File: config.mk
export PLATFORM = sky130hd
export DESIGN_NAME = cdt_timers
export DESIGN_NICKNAME = d
export VERILOG_FILES = /design/src/cdt_timers.v
export VERILOG_INCLUDE_DIRS = /design/src
export SDC_FILE = /design/constraint.sdc
export NUM_CORES = 1
export LEC_CHECK = 0
export ABC_AREA = 1
export BUFFER_PORTS_ARGS = -buffer_cell sky130_fd_sc_hd__buf_2
export CAP_MARGIN = 25
export CORE_MARGIN = 3
export CORE_UTILIZATION = 40
export CTS_CLUSTER_DIAMETER = 30
export DETAILED_ROUTE_END_ITERATION = 8
export PLACE_DENSITY = 0.6
export SETUP_SLACK_MARGIN = 0.4
export SYNTH_ARGS = -nofsm -noshare
export SYNTH_HDL_FRONTEND = slang
export SYNTH_SLANG_ARGS = --single-unit
File: constraint.sdc
create_clock -name clk_in -period 3.6 [get_ports clk_in]
set_clock_uncertainty 0.2 [all_clocks]
set_input_delay 0.9 -clock clk_in [delete_from_list [all_inputs] [get_ports clk_in]]
set_output_delay 0.9 -clock clk_in [all_outputs]
set_load 0.01 [all_outputs]
File: src/cdt_timers_map.vh
`ifndef CDT_TIMERS_MAP_VH
`define CDT_TIMERS_MAP_VH

// Register byte addresses
`define CDT_ADDR_W            5
`define CDT_OFS_CONTROL       5'h00
`define CDT_OFS_A_COUNT       5'h04
`define CDT_OFS_B_COUNT       5'h08
`define CDT_OFS_A_RELOAD      5'h0C
`define CDT_OFS_B_RELOAD      5'h10
`define CDT_OFS_A_IRQ_CTRL    5'h14
`define CDT_OFS_B_IRQ_CTRL    5'h18

// Control register fields, timer A in low byte, timer B in high byte
`define CDT_A_SEL_HI          2
`define CDT_A_SEL_LO          0
`define CDT_A_MODE_BIT        3
`define CDT_A_RUN_BIT         6
`define CDT_B_SEL_HI          10
`define CDT_B_SEL_LO          8
`define CDT_B_MODE_BIT        11
`define CDT_B_RUN_BIT         14
`define CDT_CONTROL_MASK      16'h4F4F

// Interrupt control register fields
`define CDT_IRQ_FLAG_BIT      7
`define CDT_IRQ_ENABLE_BIT    6
`define CDT_IRQ_CTRL_MASK     16'h00C0

// Reset values
`define CDT_CONTROL_RESET     16'h0000
`define CDT_COUNT_RESET       16'h0000
`define CDT_RELOAD_RESET      16'h0000
`define CDT_ZERO16            16'h0000
`define CDT_ZERO32            32'h0000_0000
`define CDT_ZERO8             8'h00
`define CDT_ZERO6             6'h00
`define CDT_STRB_NONE         4'h0
`define CDT_COUNT_MAX         16'hFFFF
`define CDT_COUNT_ONE         16'h0001

// Timing: one state is two clock periods; base divide of 16 clocks is 8 states
`define CDT_PRESCALE_W        10
`define CDT_PRESCALE_FULL     10'h3FF
`define CDT_SEL_MAX           3'h7
`define CDT_PRESCALE_ONE      10'h001

// Counter-mode selection codes (low two bits)
`define CDT_SEL_AUX           2'b00
`define CDT_SEL_RISE          2'b01
`define CDT_SEL_FALL          2'b10
`define CDT_SEL_BOTH          2'b11

// AXI responses
`define CDT_RESP_OKAY         2'b00
`define CDT_RESP_SLVERR       2'b10

`endif

File: src/cdt_timers.v
// How it works
// - Control low byte timer A, high byte timer B
// - Mode bits 3 and 11: timer or counter
// - Run bits 6 and 14 start or halt
// - Three-bit input select fields per timer
// - Both timers only count upward
// - Software count write beats same-state increment
// - Timer mode rate is clock over 16*2^sel
// - Select codes give divide 16 up to 2048
// - Wrap from FFFFh loads the reload register
// - Increments spaced exactly one resolution interval
// - Timer A serviced one state before B
// - Counter select X00 counts auxiliary timer events
// - Timer B other counter selects stop it
// - Timer A counts pin rise, fall or both
// - Pin edge appears in count within eight states
// - Pin sampled even when driven as output
// - Overflow sets flag; enable raises request
// - Separate irq control and request per timer
// - One state equals two clock periods
// - Reserved control bits read as zero
//
// Added by the designer: the address map and register access over AXI4-Lite.
`timescale 1ns/1ps
`default_nettype none
`include "cdt_timers_map.vh"

module cdt_timers (
  input  wire        clk_in,
  input  wire        rst_n_in,
  input  wire [4:0]  s_axi_awaddr_in,
  input  wire        s_axi_awvalid_in,
  output wire        s_axi_awready_out,
  input  wire [31:0] s_axi_wdata_in,
  input  wire [3:0]  s_axi_wstrb_in,
  input  wire        s_axi_wvalid_in,
  output wire        s_axi_wready_out,
  output reg  [1:0]  s_axi_bresp_out,
  output reg         s_axi_bvalid_out,
  input  wire        s_axi_bready_in,
  input  wire [4:0]  s_axi_araddr_in,
  input  wire        s_axi_arvalid_in,
  output wire        s_axi_arready_out,
  output reg  [31:0] s_axi_rdata_out,
  output reg  [1:0]  s_axi_rresp_out,
  output reg         s_axi_rvalid_out,
  input  wire        s_axi_rready_in,
  input  wire        timer_a_event_pin_in,
  input  wire        aux_timer_six_event_in,
  output reg  [15:0] timer_a_count_out,
  output reg  [15:0] timer_b_count_out,
  output reg         timer_a_irq_out,
  output reg         timer_b_irq_out
);

  // Merge byte lanes of a write into a 16-bit register
  function [15:0] merge16;
    input [15:0] old_val;
    input [31:0] wdata;
    input [3:0]  wstrb;
    begin
      merge16[7:0]  = wstrb[0] ? wdata[7:0]  : old_val[7:0];
      merge16[15:8] = wstrb[1] ? wdata[15:8] : old_val[15:8];
    end
  endfunction

  // Prescaler mask: 8 states times 2^sel
  function [`CDT_PRESCALE_W-1:0] rate_mask;
    input [2:0] sel;
    begin
      rate_mask = `CDT_PRESCALE_FULL >> (`CDT_SEL_MAX - sel);
    end
  endfunction

  // Timer mode match: low 3+sel prescaler bits all ones
  function rate_hit;
    input [`CDT_PRESCALE_W-1:0] count;
    input [2:0]                 sel;
    begin
      rate_hit = (count & rate_mask(sel)) == rate_mask(sel);
    end
  endfunction

  // Interrupt control word: flag and enable, all other bits zero
  function [31:0] irq_word;
    input flag;
    input enable;
    begin
      irq_word = {`CDT_ZERO16, `CDT_ZERO8, flag, enable, `CDT_ZERO6};
    end
  endfunction

  // Offset belongs to one of the seven registers
  function addr_mapped;
    input [4:0] addr;
    begin
      addr_mapped = (addr == `CDT_OFS_CONTROL)  || (addr == `CDT_OFS_A_COUNT)  ||
                    (addr == `CDT_OFS_B_COUNT)  || (addr == `CDT_OFS_A_RELOAD) ||
                    (addr == `CDT_OFS_B_RELOAD) || (addr == `CDT_OFS_A_IRQ_CTRL) ||
                    (addr == `CDT_OFS_B_IRQ_CTRL);
    end
  endfunction

  reg  [15:0] control_reg;
  reg  [15:0] a_reload_reg;
  reg  [15:0] b_reload_reg;
  reg         a_flag_reg;
  reg         a_enable_reg;
  reg         b_flag_reg;
  reg         b_enable_reg;

  reg         state_phase_reg;
  reg  [`CDT_PRESCALE_W-1:0] prescale_reg;
  reg         pin_sync1_reg;
  reg         pin_sync2_reg;
  reg         pin_prev_reg;
  reg         pin_rise_pend_reg;
  reg         pin_fall_pend_reg;
  reg         aux_pend_reg;
  reg         b_due_reg;

  reg  [4:0]  aw_addr_reg;
  reg         aw_held_reg;
  reg  [31:0] w_data_reg;
  reg  [3:0]  w_strb_reg;
  reg         w_held_reg;

  // Control field views
  wire [2:0]  a_sel  = control_reg[`CDT_A_SEL_HI:`CDT_A_SEL_LO];
  wire        a_mode = control_reg[`CDT_A_MODE_BIT];
  wire        a_run  = control_reg[`CDT_A_RUN_BIT];
  wire [2:0]  b_sel  = control_reg[`CDT_B_SEL_HI:`CDT_B_SEL_LO];
  wire        b_mode = control_reg[`CDT_B_MODE_BIT];
  wire        b_run  = control_reg[`CDT_B_RUN_BIT];

  // AXI write and read address channel acceptance
  assign s_axi_awready_out = !aw_held_reg && !s_axi_bvalid_out;
  assign s_axi_wready_out  = !w_held_reg && !s_axi_bvalid_out;
  assign s_axi_arready_out = !s_axi_rvalid_out;

  wire        aw_take = s_axi_awvalid_in && s_axi_awready_out;
  wire        w_take  = s_axi_wvalid_in && s_axi_wready_out;
  wire        aw_have = aw_held_reg || aw_take;
  wire        w_have  = w_held_reg || w_take;
  wire        wr_go   = aw_have && w_have;
  wire [4:0]  wr_addr = aw_held_reg ? aw_addr_reg : s_axi_awaddr_in;
  wire [31:0] wr_data = w_held_reg ? w_data_reg : s_axi_wdata_in;
  wire [3:0]  wr_strb = w_held_reg ? w_strb_reg : s_axi_wstrb_in;
  wire        rd_go   = s_axi_arvalid_in && s_axi_arready_out;

  wire        wr_ctrl  = wr_go && (wr_addr == `CDT_OFS_CONTROL);
  wire        wr_a_cnt = wr_go && (wr_addr == `CDT_OFS_A_COUNT);
  wire        wr_b_cnt = wr_go && (wr_addr == `CDT_OFS_B_COUNT);
  wire        wr_a_rel = wr_go && (wr_addr == `CDT_OFS_A_RELOAD);
  wire        wr_b_rel = wr_go && (wr_addr == `CDT_OFS_B_RELOAD);
  wire        wr_a_irq = wr_go && (wr_addr == `CDT_OFS_A_IRQ_CTRL);
  wire        wr_b_irq = wr_go && (wr_addr == `CDT_OFS_B_IRQ_CTRL);
  wire        wr_known = addr_mapped(wr_addr);
  // Irq control bits sit in the low byte only
  wire        wr_a_irq_lo = wr_a_irq && wr_strb[0];
  wire        wr_b_irq_lo = wr_b_irq && wr_strb[0];

  // State boundary: one strobe every two clocks
  wire        state_tick = state_phase_reg;
  wire        pin_rise   = pin_sync2_reg && !pin_prev_reg;
  wire        pin_fall   = !pin_sync2_reg && pin_prev_reg;

  // Timer A source for this state
  reg         a_event;
  always @* begin
    a_event = 1'b0;
    if (!a_mode) begin
      a_event = rate_hit(prescale_reg, a_sel);
    end else begin
      case (a_sel[1:0])
        `CDT_SEL_AUX:  a_event = aux_pend_reg;
        `CDT_SEL_RISE: a_event = pin_rise_pend_reg;
        `CDT_SEL_FALL: a_event = pin_fall_pend_reg;
        default:       a_event = pin_rise_pend_reg || pin_fall_pend_reg;
      endcase
    end
  end

  // Timer B source for this state
  reg         b_event;
  always @* begin
    b_event = 1'b0;
    if (!b_mode) begin
      b_event = rate_hit(prescale_reg, b_sel);
    end else if (b_sel[1:0] == `CDT_SEL_AUX) begin
      b_event = aux_pend_reg;
    end else begin
      b_event = 1'b0;
    end
  end

  wire        a_step = state_tick && a_run && a_event && !wr_a_cnt;
  // A count write in the stepping state drops that step or reload
  wire        b_step = state_tick && b_due_reg && b_run && !wr_b_cnt;
  wire        a_wrap = a_step && (timer_a_count_out == `CDT_COUNT_MAX);
  wire        b_wrap = b_step && (timer_b_count_out == `CDT_COUNT_MAX);

  // State phase and prescaler
  always @(posedge clk_in) begin
    if (!rst_n_in) begin
      state_phase_reg <= 1'b0;
      prescale_reg    <= {`CDT_PRESCALE_W{1'b0}};
      b_due_reg       <= 1'b0;
    end else begin
      state_phase_reg <= !state_phase_reg;
      if (state_tick) begin
        prescale_reg  <= prescale_reg + `CDT_PRESCALE_ONE;
        // B is due now and serviced one state after A
        b_due_reg     <= b_run && b_event;
      end
    end
  end

  // Pin synchroniser, edge catch and aux event catch
  always @(posedge clk_in) begin
    if (!rst_n_in) begin
      pin_sync1_reg     <= 1'b0;
      pin_sync2_reg     <= 1'b0;
      pin_prev_reg      <= 1'b0;
      pin_rise_pend_reg <= 1'b0;
      pin_fall_pend_reg <= 1'b0;
      aux_pend_reg      <= 1'b0;
    end else begin
      pin_sync1_reg <= timer_a_event_pin_in;
      pin_sync2_reg <= pin_sync1_reg;
      pin_prev_reg  <= pin_sync2_reg;
      // Catch edges between strobes so none is lost
      if (state_tick) begin
        pin_rise_pend_reg <= pin_rise;
        pin_fall_pend_reg <= pin_fall;
        aux_pend_reg      <= aux_timer_six_event_in;
      end else begin
        pin_rise_pend_reg <= pin_rise_pend_reg || pin_rise;
        pin_fall_pend_reg <= pin_fall_pend_reg || pin_fall;
        aux_pend_reg      <= aux_pend_reg || aux_timer_six_event_in;
      end
    end
  end

  // Counters, reloads and control
  always @(posedge clk_in) begin
    if (!rst_n_in) begin
      control_reg       <= `CDT_CONTROL_RESET;
      timer_a_count_out <= `CDT_COUNT_RESET;
      timer_b_count_out <= `CDT_COUNT_RESET;
      a_reload_reg      <= `CDT_RELOAD_RESET;
      b_reload_reg      <= `CDT_RELOAD_RESET;
    end else begin
      if (wr_ctrl) begin
        control_reg <= merge16(control_reg, wr_data, wr_strb) & `CDT_CONTROL_MASK;
      end
      if (wr_a_rel) begin
        a_reload_reg <= merge16(a_reload_reg, wr_data, wr_strb);
      end
      if (wr_b_rel) begin
        b_reload_reg <= merge16(b_reload_reg, wr_data, wr_strb);
      end
      // Software write first, then reload on wrap, then plain step
      if (wr_a_cnt) begin
        timer_a_count_out <= merge16(timer_a_count_out, wr_data, wr_strb);
      end else if (a_wrap) begin
        timer_a_count_out <= a_reload_reg;
      end else if (a_step) begin
        timer_a_count_out <= timer_a_count_out + `CDT_COUNT_ONE;
      end
      if (wr_b_cnt) begin
        timer_b_count_out <= merge16(timer_b_count_out, wr_data, wr_strb);
      end else if (b_wrap) begin
        timer_b_count_out <= b_reload_reg;
      end else if (b_step) begin
        timer_b_count_out <= timer_b_count_out + `CDT_COUNT_ONE;
      end
    end
  end

  // Interrupt flags and enables, one set per timer
  always @(posedge clk_in) begin
    if (!rst_n_in) begin
      a_flag_reg      <= 1'b0;
      a_enable_reg    <= 1'b0;
      b_flag_reg      <= 1'b0;
      b_enable_reg    <= 1'b0;
      timer_a_irq_out <= 1'b0;
      timer_b_irq_out <= 1'b0;
    end else begin
      // Overflow set wins over a same-cycle software clear
      if (a_wrap) begin
        a_flag_reg <= 1'b1;
      end else if (wr_a_irq_lo) begin
        a_flag_reg <= wr_data[`CDT_IRQ_FLAG_BIT];
      end
      if (b_wrap) begin
        b_flag_reg <= 1'b1;
      end else if (wr_b_irq_lo) begin
        b_flag_reg <= wr_data[`CDT_IRQ_FLAG_BIT];
      end
      if (wr_a_irq_lo) begin
        a_enable_reg <= wr_data[`CDT_IRQ_ENABLE_BIT];
      end
      if (wr_b_irq_lo) begin
        b_enable_reg <= wr_data[`CDT_IRQ_ENABLE_BIT];
      end
      timer_a_irq_out <= a_flag_reg && a_enable_reg;
      timer_b_irq_out <= b_flag_reg && b_enable_reg;
    end
  end

  // AXI write path
  always @(posedge clk_in) begin
    if (!rst_n_in) begin
      aw_held_reg      <= 1'b0;
      aw_addr_reg      <= `CDT_OFS_CONTROL;
      w_held_reg       <= 1'b0;
      w_data_reg       <= `CDT_ZERO32;
      w_strb_reg       <= `CDT_STRB_NONE;
      s_axi_bvalid_out <= 1'b0;
      s_axi_bresp_out  <= `CDT_RESP_OKAY;
    end else begin
      if (wr_go) begin
        aw_held_reg      <= 1'b0;
        w_held_reg       <= 1'b0;
        s_axi_bvalid_out <= 1'b1;
        s_axi_bresp_out  <= wr_known ? `CDT_RESP_OKAY : `CDT_RESP_SLVERR;
      end else begin
        if (aw_take) begin
          aw_held_reg <= 1'b1;
          aw_addr_reg <= s_axi_awaddr_in;
        end
        if (w_take) begin
          w_held_reg <= 1'b1;
          w_data_reg <= s_axi_wdata_in;
          w_strb_reg <= s_axi_wstrb_in;
        end
        if (s_axi_bvalid_out && s_axi_bready_in) begin
          s_axi_bvalid_out <= 1'b0;
        end
      end
    end
  end

  // AXI read path
  always @(posedge clk_in) begin
    if (!rst_n_in) begin
      s_axi_rvalid_out <= 1'b0;
      s_axi_rdata_out  <= `CDT_ZERO32;
      s_axi_rresp_out  <= `CDT_RESP_OKAY;
    end else if (rd_go) begin
      s_axi_rvalid_out <= 1'b1;
      s_axi_rresp_out  <= addr_mapped(s_axi_araddr_in) ? `CDT_RESP_OKAY : `CDT_RESP_SLVERR;
      if (s_axi_araddr_in == `CDT_OFS_CONTROL) begin
        s_axi_rdata_out <= {`CDT_ZERO16, control_reg};
      end else if (s_axi_araddr_in == `CDT_OFS_A_COUNT) begin
        s_axi_rdata_out <= {`CDT_ZERO16, timer_a_count_out};
      end else if (s_axi_araddr_in == `CDT_OFS_B_COUNT) begin
        s_axi_rdata_out <= {`CDT_ZERO16, timer_b_count_out};
      end else if (s_axi_araddr_in == `CDT_OFS_A_RELOAD) begin
        s_axi_rdata_out <= {`CDT_ZERO16, a_reload_reg};
      end else if (s_axi_araddr_in == `CDT_OFS_B_RELOAD) begin
        s_axi_rdata_out <= {`CDT_ZERO16, b_reload_reg};
      end else if (s_axi_araddr_in == `CDT_OFS_A_IRQ_CTRL) begin
        s_axi_rdata_out <= irq_word(a_flag_reg, a_enable_reg);
      end else if (s_axi_araddr_in == `CDT_OFS_B_IRQ_CTRL) begin
        s_axi_rdata_out <= irq_word(b_flag_reg, b_enable_reg);
      end else begin
        s_axi_rdata_out <= `CDT_ZERO32;
      end
    end else if (s_axi_rvalid_out && s_axi_rready_in) begin
      s_axi_rvalid_out <= 1'b0;
    end
  end

endmodule // cdt_timers

`default_nettype wire

==> results of run 1 <==
-- cells by family (layout without fill, tap and decap cells) --
logic type	Yosys count	after routing	share of synthesized area, %
simple gates	388	388	22.03
compound gates	350	350	25.09
buf+inv	226	309	12.45
xor+xnor	21	21	2.408
flops	143	143	37.48
fa+ha+maj	3	3	0.4915
other cells	1	18	0.04909
-- per-stage QoR --
stage | area, um^2 | power [mW] | utilization (%)
global route | 8886 | 4.133 | 48.47
global placement | 8280 | 2.183 | 45.17
floorplan | 7702 | 2.019 | -
CTS | 8886 | 3.988 | 48.47
finish | 8886 | 3.984 | 48.47
detailed placement | 8280 | 2.189 | 45.17
-- Yosys cell counts, drive strengths merged --
| cell | count |
|---|---|
| nand2 | 201 |
| o22ai | 17 |
| buf | 29 |
| clkinv | 3 |
| a21oi | 155 |
| xnor2 | 4 |
| a31oi | 3 |
| nor3 | 7 |
| clkbuf | 36 |
| dfxtp | 143 |
| o221ai | 7 |
| nor2 | 111 |
| nand4 | 13 |
| nor4 | 3 |
| a221oi | 8 |
| inv | 158 |
| o21ai | 148 |
| ha | 3 |
| nor3b | 1 |
| o21bai | 3 |
| or2 | 2 |
| o2111ai | 2 |
| xor2 | 17 |
| conb | 1 |
| o211ai | 6 |
| o21a | 1 |
| nand3 | 50 |
-- layer usage --
| metal | vias to the layer above | share of wire, % | track usage (%) | wire [um] |
|---|---|---|---|---|
| met1 | 3542 | 46 | 32.82 | 11290 |
| met5 | - | 0.049 | 0 | 12 |
| met2 | 243 | 45 | 36.82 | 11010 |
| met3 | 34 | 6.5 | 4.861 | 1586 |
| li1 | 3869 | - | - | - |
| met4 | 2 | 2.1 | 7.462 | 519 |
-- layout make-up --
type / instances / area, um^2 / area share (%)
repair buffers: 116 / 638.1 / 7.181
inverters: 161 / 604.3 / 6.801
clock buffers: 24 / 501.7 / 5.646
flip-flops and latches: 143 / 2863 / 32.22
well taps: 229 / 286.5 / 3.224
clock inverters: 8 / 103.9 / 1.169
multi-input cells: 780 / 3889 / 43.76
-- worst max-delay path: stages (launching register included) --
cell	delay, ns
dfxtp_1	0.46
ha_1	0.21
nand2_1	0.13
nor3_2	0.36
nand4_1	0.21
nor2_4	0.26
nand3_4	0.27
nand2_1	0.15
nand2_1	0.06
nand2_1	0.05
nand2_1	0.07
a21oi_1	0.11
-- power by group through the flow --
stage | combinational, mW | clock (mW) | sequential, mW
floorplan | 0.301 | 0 | 1.72
global placement | 0.459 | 0 | 1.72
detailed placement | 0.464 | 0 | 1.73
CTS | 0.465 | 1.83 | 1.69
global route | 0.523 | 1.91 | 1.70
finish | 0.470 | 1.82 | 1.69
-- worst max-delay path by stage --
stage,cells past startpoint,from,to,slack (ns)
after floorplan,10,s_axi_wvalid_in,timer_b_count_out[4]$_SDFFE_PN0P_,1.07
after global placement,12,s_axi_wvalid_in,timer_a_count_out[4]$_SDFFE_PN0P_,0.68
after detailed placement,12,s_axi_wvalid_in,timer_a_count_out[4]$_SDFFE_PN0P_,0.65
after CTS,11,timer_a_count_out[0]$_SDFFE_PN0P_,timer_a_count_out[11]$_SDFFE_PN0P_,1.01
after global routing,9,timer_a_count_out[0]$_SDFFE_PN0P_,timer_a_count_out[6]$_SDFFE_PN0P_,0.80
final,11,timer_a_count_out[0]$_SDFFE_PN0P_,timer_a_count_out[11]$_SDFFE_PN0P_,0.99
==> results.cfg, run 1 <==
[pwr]
power_frac_comb_pct = 11.8
switchingPower_mw = 1.081
p_int_mw = 2.903
switching_share_pct = 27.14
clkPwrFrac_pct = 45.7
vdd_drop_max_mv = 0.3065
powerDensity_nw_per_um2 = 448.3
pwr-share-seq_pct = 42.5
leakage_nw = 3.874

[timing]
rsz0062_at_grt = false
finalSetupViolCount = 0
max_freq_mhz = 382.9
drv_slew = 0
tns_ns = 0
worstMarginPinSlew_ns = 1.022
hold_violations = 0
period_share_pct = 72.54
slew_headroom_pct = 31.86
layout_setup_ws_ns = 0.9887
hold_slack_ns = 0.2165
min_period_ns = 2.611

[placed_design]
gp_congestion = 0.8947
io_buffer_count = 93
dp_cells = 1429
place_ws_ns = 0.6493
dp_hpwl_mm = 17.78

[critical_path]
start_kind = flip-flop
r2r-end = timer_a_count_out[11]$_SDFFE_PN0P_
r2r_cells = 11
setup.worst_path.class = flip-flop to flip-flop
end_kind = flip-flop
arrival_ns = 2.76
timing.rr.start = timer_a_count_out[0]$_SDFFE_PN0P_
crit_fanout = 17
r2r_slack_ns = 0.99
cp_data_required_time_ns = 3.75

[yosys]
syn_inst = 1132
synthTopCellsByArea = dfxtp_1 37%, a21oi_1 10%, nand2_1 9.7%
ys_seq_area_share_pct = 37.48
yosys.area.top_type = dfxtp_1
synth-seq-cells = 143
ys_types = 45
syn_avg_cell_area_um2 = 6.748
yosysWarnings = 0
syn_area_um2 = 7639
synth.top_cell.area_share_pct = 37.48

[die]
die_area_um2 = 20790
coreArea_um2 = 18330
die_h_um = 144.2
rows = 49
die_x_um = 144.2
initial_core_util_pct = 41.67
ioPinCount = 130

[hold_path]
worstHoldPathType = flip-flop to flip-flop
worstHoldEndpoint = pin_sync2_reg$_SDFF_PN0_
worstHoldStart = pin_sync1_reg$_SDFF_PN0_
hold_path_depth = 2

[flow_run]
cap_viol_max_count = 0

[global_route]
grt_first_pass_wirelength_mm = 37.89
grt_usage_pct = 23.59
antenna_found_initial = 2
grt.overflow.total = 0
grt_start_max_net_pins = 108
grt_pass1_vias = 6964

[clock_tree]
clock_path_buffers = 2
clk_latency_ns = 0.43
cts_tree = yes
ctsHoldBuffers = 0
htreeDepth = 4
post-cts-setup-buffers = 0
cts.sinks = 143
cts_resized = 0
clk_pin_slew_ns = 0.06
cts_made_buffers = 17
root_buffer = clkbuf_16

[drt]
ant_nets = 0
via_per_inst = 5.264
finalWirelength_mm = 24.41
vias = 7690
drc = 0
dr.pass1.iters = 5
wire_per_inst_um = 16.71
drt_iter0_drc = 588

[cells_and_area]
antennaDiodeCount = 0
fill_cells = 1894
fin_cells = 1461
most-common-layout-cells = 197 x nand2_1, 155 x inv_1, 155 x a21oi_1
fin_nets = 1277
drive_gt1_share_pct = 14.20
final_common_cell = nand2_1
syn_to_final_growth_pct = 16.33

[outcome]
status = complete, no violations
Note: power is estimated with default switching activity, not from simulation.
==> run 2: changes to the inputs <==
==> constraint.sdc (replaced) <==
create_clock -name clk_in -period 2.5 [get_ports clk_in]
set_clock_uncertainty 0.2 [all_clocks]
set_input_delay 0.625 -clock clk_in [delete_from_list [all_inputs] [get_ports clk_in]]
set_output_delay 0.625 -clock clk_in [all_outputs]
set_load 0.01 [all_outputs]
==> results.cfg, run 2 (same netlist as run 1, synthesis figures left out) <==
[outcome]
status = complete, no violations

[die]
ioPinCount = 130
coreArea_um2 = 18330
initial_core_util_pct = 41.67
rows = 49
die_h_um = 144.2
die_x_um = 144.2
die_area_um2 = 20790

[timing]
hold_slack_ns = 0.1821
rsz0062_at_grt = false
drv_slew = 0
slew_headroom_pct = 64.13
min_period_ns = 2.019
finalSetupViolCount = 0
tns_ns = 0
max_freq_mhz = 495.4
worstMarginPinSlew_ns = 0.5323
layout_setup_ws_ns = 0.4814
hold_violations = 0
period_share_pct = 80.74

[placed_design]
io_buffer_count = 93
place_area_um2 = 8755
dp_hpwl_mm = 18.42
dp_cells = 1480
place_ws_ns = 0.08838
gp_congestion = 0.9115

[clock_tree]
cts_made_buffers = 17
root_buffer = clkbuf_16
clock_path_buffers = 2
cts_tree = yes
ctsHoldBuffers = 0
clk_pin_slew_ns = 0.06
cts.sinks = 143
clk_latency_ns = 0.43
htreeDepth = 4

[critical_path]
setup.worst_path.class = flip-flop to flip-flop
start_kind = flip-flop
slowest_stage = dfxtp_4
crit_fanout = 9
path_buf_inv = 2
critical_path.cell_chain = nand2_1 > o21ai_4 > nand3_4 > inv_2 > nand2_4 > o21ai_4 > buf_4 > nand2_1 > a21oi_1
timing.critical_path.max_delay_family = compound AO/OA/AOI/OAI gates
cp_data_required_time_ns = 2.65
end_kind = flip-flop
arrival_ns = 2.17
slowest_delay_ns = 0.42

[drt]
top_layer_used = met4
wl_met2_mm = 11.22
dr.pass1.iters = 8
wire_per_inst_um = 16.42
vias = 7959
wl_met1_mm = 11.79
finalWirelength_mm = 25.06
ant_nets = 0
via_per_inst = 5.216
drc = 0
dr_wl_met3_mm = 1.619
drt_iter0_drc = 622

[global_route]
grt.overflow.total = 0
grt_pass1_vias = 7154
grt_usage_pct = 24.06
antenna_found_initial = 0
grt_start_max_net_pins = 66
grt_first_pass_wirelength_mm = 38.64

[cells_and_area]
final_common_cell = nand2_1
most-common-layout-cells = 192 x nand2_1, 152 x a21oi_1, 150 x inv_1
fin_nets = 1342
multi_input_area_um2 = 4090
seq_area_um2 = 2889
fin_util_pct = 52.70
stdcell_area_um2 = 9661
drive_gt1_share_pct = 21.82
fin_cells = 1526
fill_cells = 1827
antennaDiodeCount = 0
syn_to_final_growth_pct = 26.47

[hold_path]
worstHoldPathType = input port to flip-flop

[flow_run]
cap_viol_max_count = 0

[pwr]
leakage_nw = 4.268
total_power_mw = 5.918
powerDensity_nw_per_um2 = 612.6
vdd_drop_max_mv = 0.5046
## run 2: timing repair
action | in CTS | in global routing
endpoints found under the setup margin | 28 | 46
pin swaps | 3 | 15
setup buffers | 4 | 8
gates cloned | 1 | 1
gates resized for setup | 4 | 48
## run 2: power breakdown
part	switching, mW	internal [mW]
Combinational	0.510	0.256
Sequential	0.0569	2.37
Clock	1.01	1.71
## run 2: routing by layer
| layer | global-route usage (%) | vias up |
|---|---|---|
| met5 | 0 | - |
| li1 | - | 4008 |
| met4 | 6.136 | 0 |
| met2 | 37.26 | 287 |
| met3 | 4.398 | 37 |
| met1 | 34.71 | 3627 |
## run 2: worst paths after layout
check                                 from                           endpoint  slack (ns)  cells past startpoint
setup / recovery  aw_held_reg$_SDFFE_PP0P_  timer_a_count_out[9]$_SDFFE_PN0P_        0.48                      9
hold / removal        timer_a_event_pin_in           pin_sync1_reg$_SDFF_PN0_        0.18                      3
setup reg to reg  aw_held_reg$_SDFFE_PP0P_  timer_a_count_out[9]$_SDFFE_PN0P_        0.48                      9
hold reg to reg   pin_sync1_reg$_SDFF_PN0_           pin_sync2_reg$_SDFF_PN0_        0.21                      2
## run 2: final cells by class
type,count,share of cell area (%)
Clock buffer,20,4.727
Clock inverter,12,1.710
Inverter,161,6.385
Multi-Input combinational cell,782,42.34
Sequential cell,143,29.91
Tap cell,229,2.966
Timing Repair Buffer,179,11.97
## run 2: tightest hold or removal path: cells and delay by family
kind / cells / cell delay [ns]
buffers and inverters: 2 / 0.12
and+or+nand+nor: 1 / 0.04
==> run 3: changes to the inputs <==
--- a/config.mk
+++ b/config.mk
@@ -6,14 +6,14 @@
 export SDC_FILE = /design/constraint.sdc
 export NUM_CORES = 1
 export LEC_CHECK = 0
-export ABC_AREA = 1
+export ABC_AREA = 0
 export BUFFER_PORTS_ARGS = -buffer_cell sky130_fd_sc_hd__buf_2
 export CAP_MARGIN = 25
 export CORE_MARGIN = 3
 export CORE_UTILIZATION = 40
 export CTS_CLUSTER_DIAMETER = 30
 export DETAILED_ROUTE_END_ITERATION = 8
-export PLACE_DENSITY = 0.6
+export PLACE_DENSITY = 0.63
 export SETUP_SLACK_MARGIN = 0.4
 export SYNTH_ARGS = -nofsm -noshare
 export SYNTH_HDL_FRONTEND = slang
==> constraint.sdc (replaced) <==
create_clock -name clk_in -period 1.8 [get_ports clk_in]
set_clock_uncertainty 0.2 [all_clocks]
set_input_delay 0.45 -clock clk_in [delete_from_list [all_inputs] [get_ports clk_in]]
set_output_delay 0.45 -clock clk_in [all_outputs]
set_load 0.01 [all_outputs]
==> results.cfg, run 3 <==
[pwr]
switching_share_pct = 26.28
pwr-share-seq_pct = 39.9
leakage_nw = 5.309
clkPwrFrac_pct = 43.4
powerDensity_nw_per_um2 = 684.6
switchingPower_mw = 2.192
power_frac_comb_pct = 16.8
vdd_drop_max_mv = 0.6837
p_int_mw = 6.151

[timing]
hold_violations = 0
slew_headroom_pct = 65.86
worstMarginPinSlew_ns = 0.5121
drv_slew = 0
period_share_pct = 142.6
min_period_ns = 2.566
rsz0062_at_grt = true
tns_ns = -47.45
finalSetupViolCount = 104
max_freq_mhz = 389.7
layout_setup_ws_ns = -0.7662
hold_slack_ns = 0.02122

[die]
coreArea_um2 = 18150
initial_core_util_pct = 41.27
rows = 49
die_x_um = 142.8
die_h_um = 142.8
ioPinCount = 130
die_area_um2 = 20400

[drt]
wire_per_inst_um = 19.47
drc = 0
drt_iter0_drc = 880
ant_nets = 0
dr.pass1.iters = 7
finalWirelength_mm = 28.35
via_per_inst = 5.628
vias = 8195

[critical_path]
timing.rr.start = aw_addr_reg[4]$_SDFFE_PN0P_
r2r_cells = 8
start_kind = flip-flop
cp_data_required_time_ns = 1.91
critical_path.cell_chain = or4b_4 > a222oi_1 > buf_4 > nor2b_4 > buf_6 > nand2_4 > and3_1 > o21a_1
arrival_ns = 2.68
slowest_stage = or4b_4
r2r_slack_ns = -0.77
slowest_delay_ns = 0.52
end_kind = flip-flop
setup.worst_path.class = flip-flop to flip-flop
r2r-end = timer_b_count_out[8]$_SDFFE_PN0P_
crit_fanout = 6

[cells_and_area]
fin_nets = 1272
antennaDiodeCount = 0
fin_cells = 1456
syn_to_final_growth_pct = 62.71
drive_gt1_share_pct = 48.66
final_common_cell = buf_4
fin_util_pct = 67.15
most-common-layout-cells = 172 x buf_4, 139 x buf_6, 82 x dfxtp_1

[yosys]
synthSimpleGateAreaFrac_pct = 21.87
synthTopCellsByArea = dfxtp_1 38%, mux2i_1 7.5%, nor2b_1 4.6%
ys_seq_area_share_pct = 38.22
synth_edf_count = 0
synth_most_common_cell = dfxtp_1
syn_avg_cell_area_um2 = 8.415
synthXorXnorAreaFrac_pct = 3.742
syn_inst = 890
synth-seq-cells = 143
synthAdderAreaFrac_pct = 0.5012
synth_mux_area_share_pct = 10.64
synth_top_family_by_area = simple AND/OR/NAND/NOR gates
ys_types = 64
syn_area_um2 = 7490
synthTopCellsByCount = 143 x dfxtp_1, 91 x nand2_1, 60 x a21oi_1
yosysWarnings = 0
yosys.area.top_type = dfxtp_1
synthFlopType = dfxtp_1
async_flop_share_pct = 0
synth.top_cell.area_share_pct = 38.22
synth_compound_area_share_pct = 19.66

[clock_tree]
clock_path_buffers = 2
cts.sinks = 143
clk_pin_slew_ns = 0.06
cts_made_buffers = 17
root_buffer = clkbuf_16
ctsHoldBuffers = 0
cts_tree = yes
clk_latency_ns = 0.43
htreeDepth = 4

[placed_design]
place_ws_ns = -1.068
dp_hpwl_mm = 18.69
dp_cells = 1356
io_buffer_count = 93
gp_congestion = 0.9279

[flow_run]
cap_viol_max_count = 0

[hold_path]
hold_path_depth = 2
worstHoldEndpoint = pin_sync1_reg$_SDFF_PN0_
worstHoldStart = timer_a_event_pin_in
worstHoldPathType = input port to flip-flop

[outcome]
status = complete, but fails checks
failed_checks = negative setup slack

[global_route]
use_met1_pct = 34.71
use_met2_pct = 42.98
grt_usage_pct = 26.36
grt_start_max_net_pins = 34
antenna_found_initial = 0
grt_first_pass_wirelength_mm = 42.46
grt_util_met3_pct = 4.789
grt.overflow.total = 0
grt_pass1_vias = 7859
globalRoute.busiestLayer = met2
run 3: stage by stage:
step | total power [mW] | area (um^2)
after floorplan | 3.969 | 7943
after global placement | 4.369 | 9747
after detailed placement | 4.384 | 9747
after CTS | 8.181 | 11670
after global routing | 8.591 | 12190
final | 8.343 | 12190
run 3: layout make-up:
class                           count  area (um^2)
Inverter                           13        53.80
Clock inverter                      8        105.1
Tap cell                          229        286.5
Fill cell                        1363         5961
Timing Repair Buffer              360         3294
Sequential cell                   143         2952
Multi-Input combinational cell    679         5004
Clock buffer                       24        491.7
run 3: layer usage:
metal / vias up / wire length [um]
li1: 3819 / -
met5: - / 0
met2: 325 / 13580
met3: 73 / 1717
met1: 3978 / 12080
met4: 0 / 975
run 3: cells by family (layout without fill, tap and decap cells):
family | after synthesis | count (layout)
and+or+nand+nor | 325 | 325
AOI/OAI and AO/OA | 224 | 224
DFF | 143 | 143
xor gates and xnor gates | 32 | 32
adders and majority gates | 3 | 3
other | 1 | 18
buffers and inverters | 85 | 405
muxes | 77 | 77
run 3: worst max-delay path by stage:
stage,from,end
after floorplan,s_axi_awaddr_in[4],timer_a_count_out[7]$_SDFFE_PN0P_
after global placement,s_axi_awaddr_in[4],timer_a_count_out[13]$_SDFFE_PN0P_
after detailed placement,s_axi_awaddr_in[4],timer_a_count_out[1]$_SDFFE_PN0P_
after CTS,aw_addr_reg[1]$_SDFFE_PN0P_,timer_b_count_out[10]$_SDFFE_PN0P_
after global routing,aw_addr_reg[4]$_SDFFE_PN0P_,timer_a_count_out[5]$_SDFFE_PN0P_
final,aw_addr_reg[4]$_SDFFE_PN0P_,timer_b_count_out[8]$_SDFFE_PN0P_
run 3: critical path: cells and delay by family, from the launching register on:
kind / cells / cell delay, ns
AOI/OAI and AO/OA: 2 / 0.59
buffers and inverters: 2 / 0.38
and+or+nand+nor: 4 / 0.95
DFF: 1 / 0.32
run 3: timing repair:
item | CTS | global route
setup buffers | 49 | 15
pin swaps | 56 | 53
gates cloned | 4 | 0
gates resized for setup | 266 | 104
endpoints found under the setup margin | 186 | 187
run 3: power groups by stage:
stage                     combinational (mW)  sequential [mW]  clock, mW
final                                   1.40             3.33       3.62
after global placement                 0.996             3.37          0
after global routing                    1.48             3.34       3.77
after floorplan                        0.573             3.40          0
after detailed placement                1.01             3.38          0
after CTS                               1.25             3.32       3.61
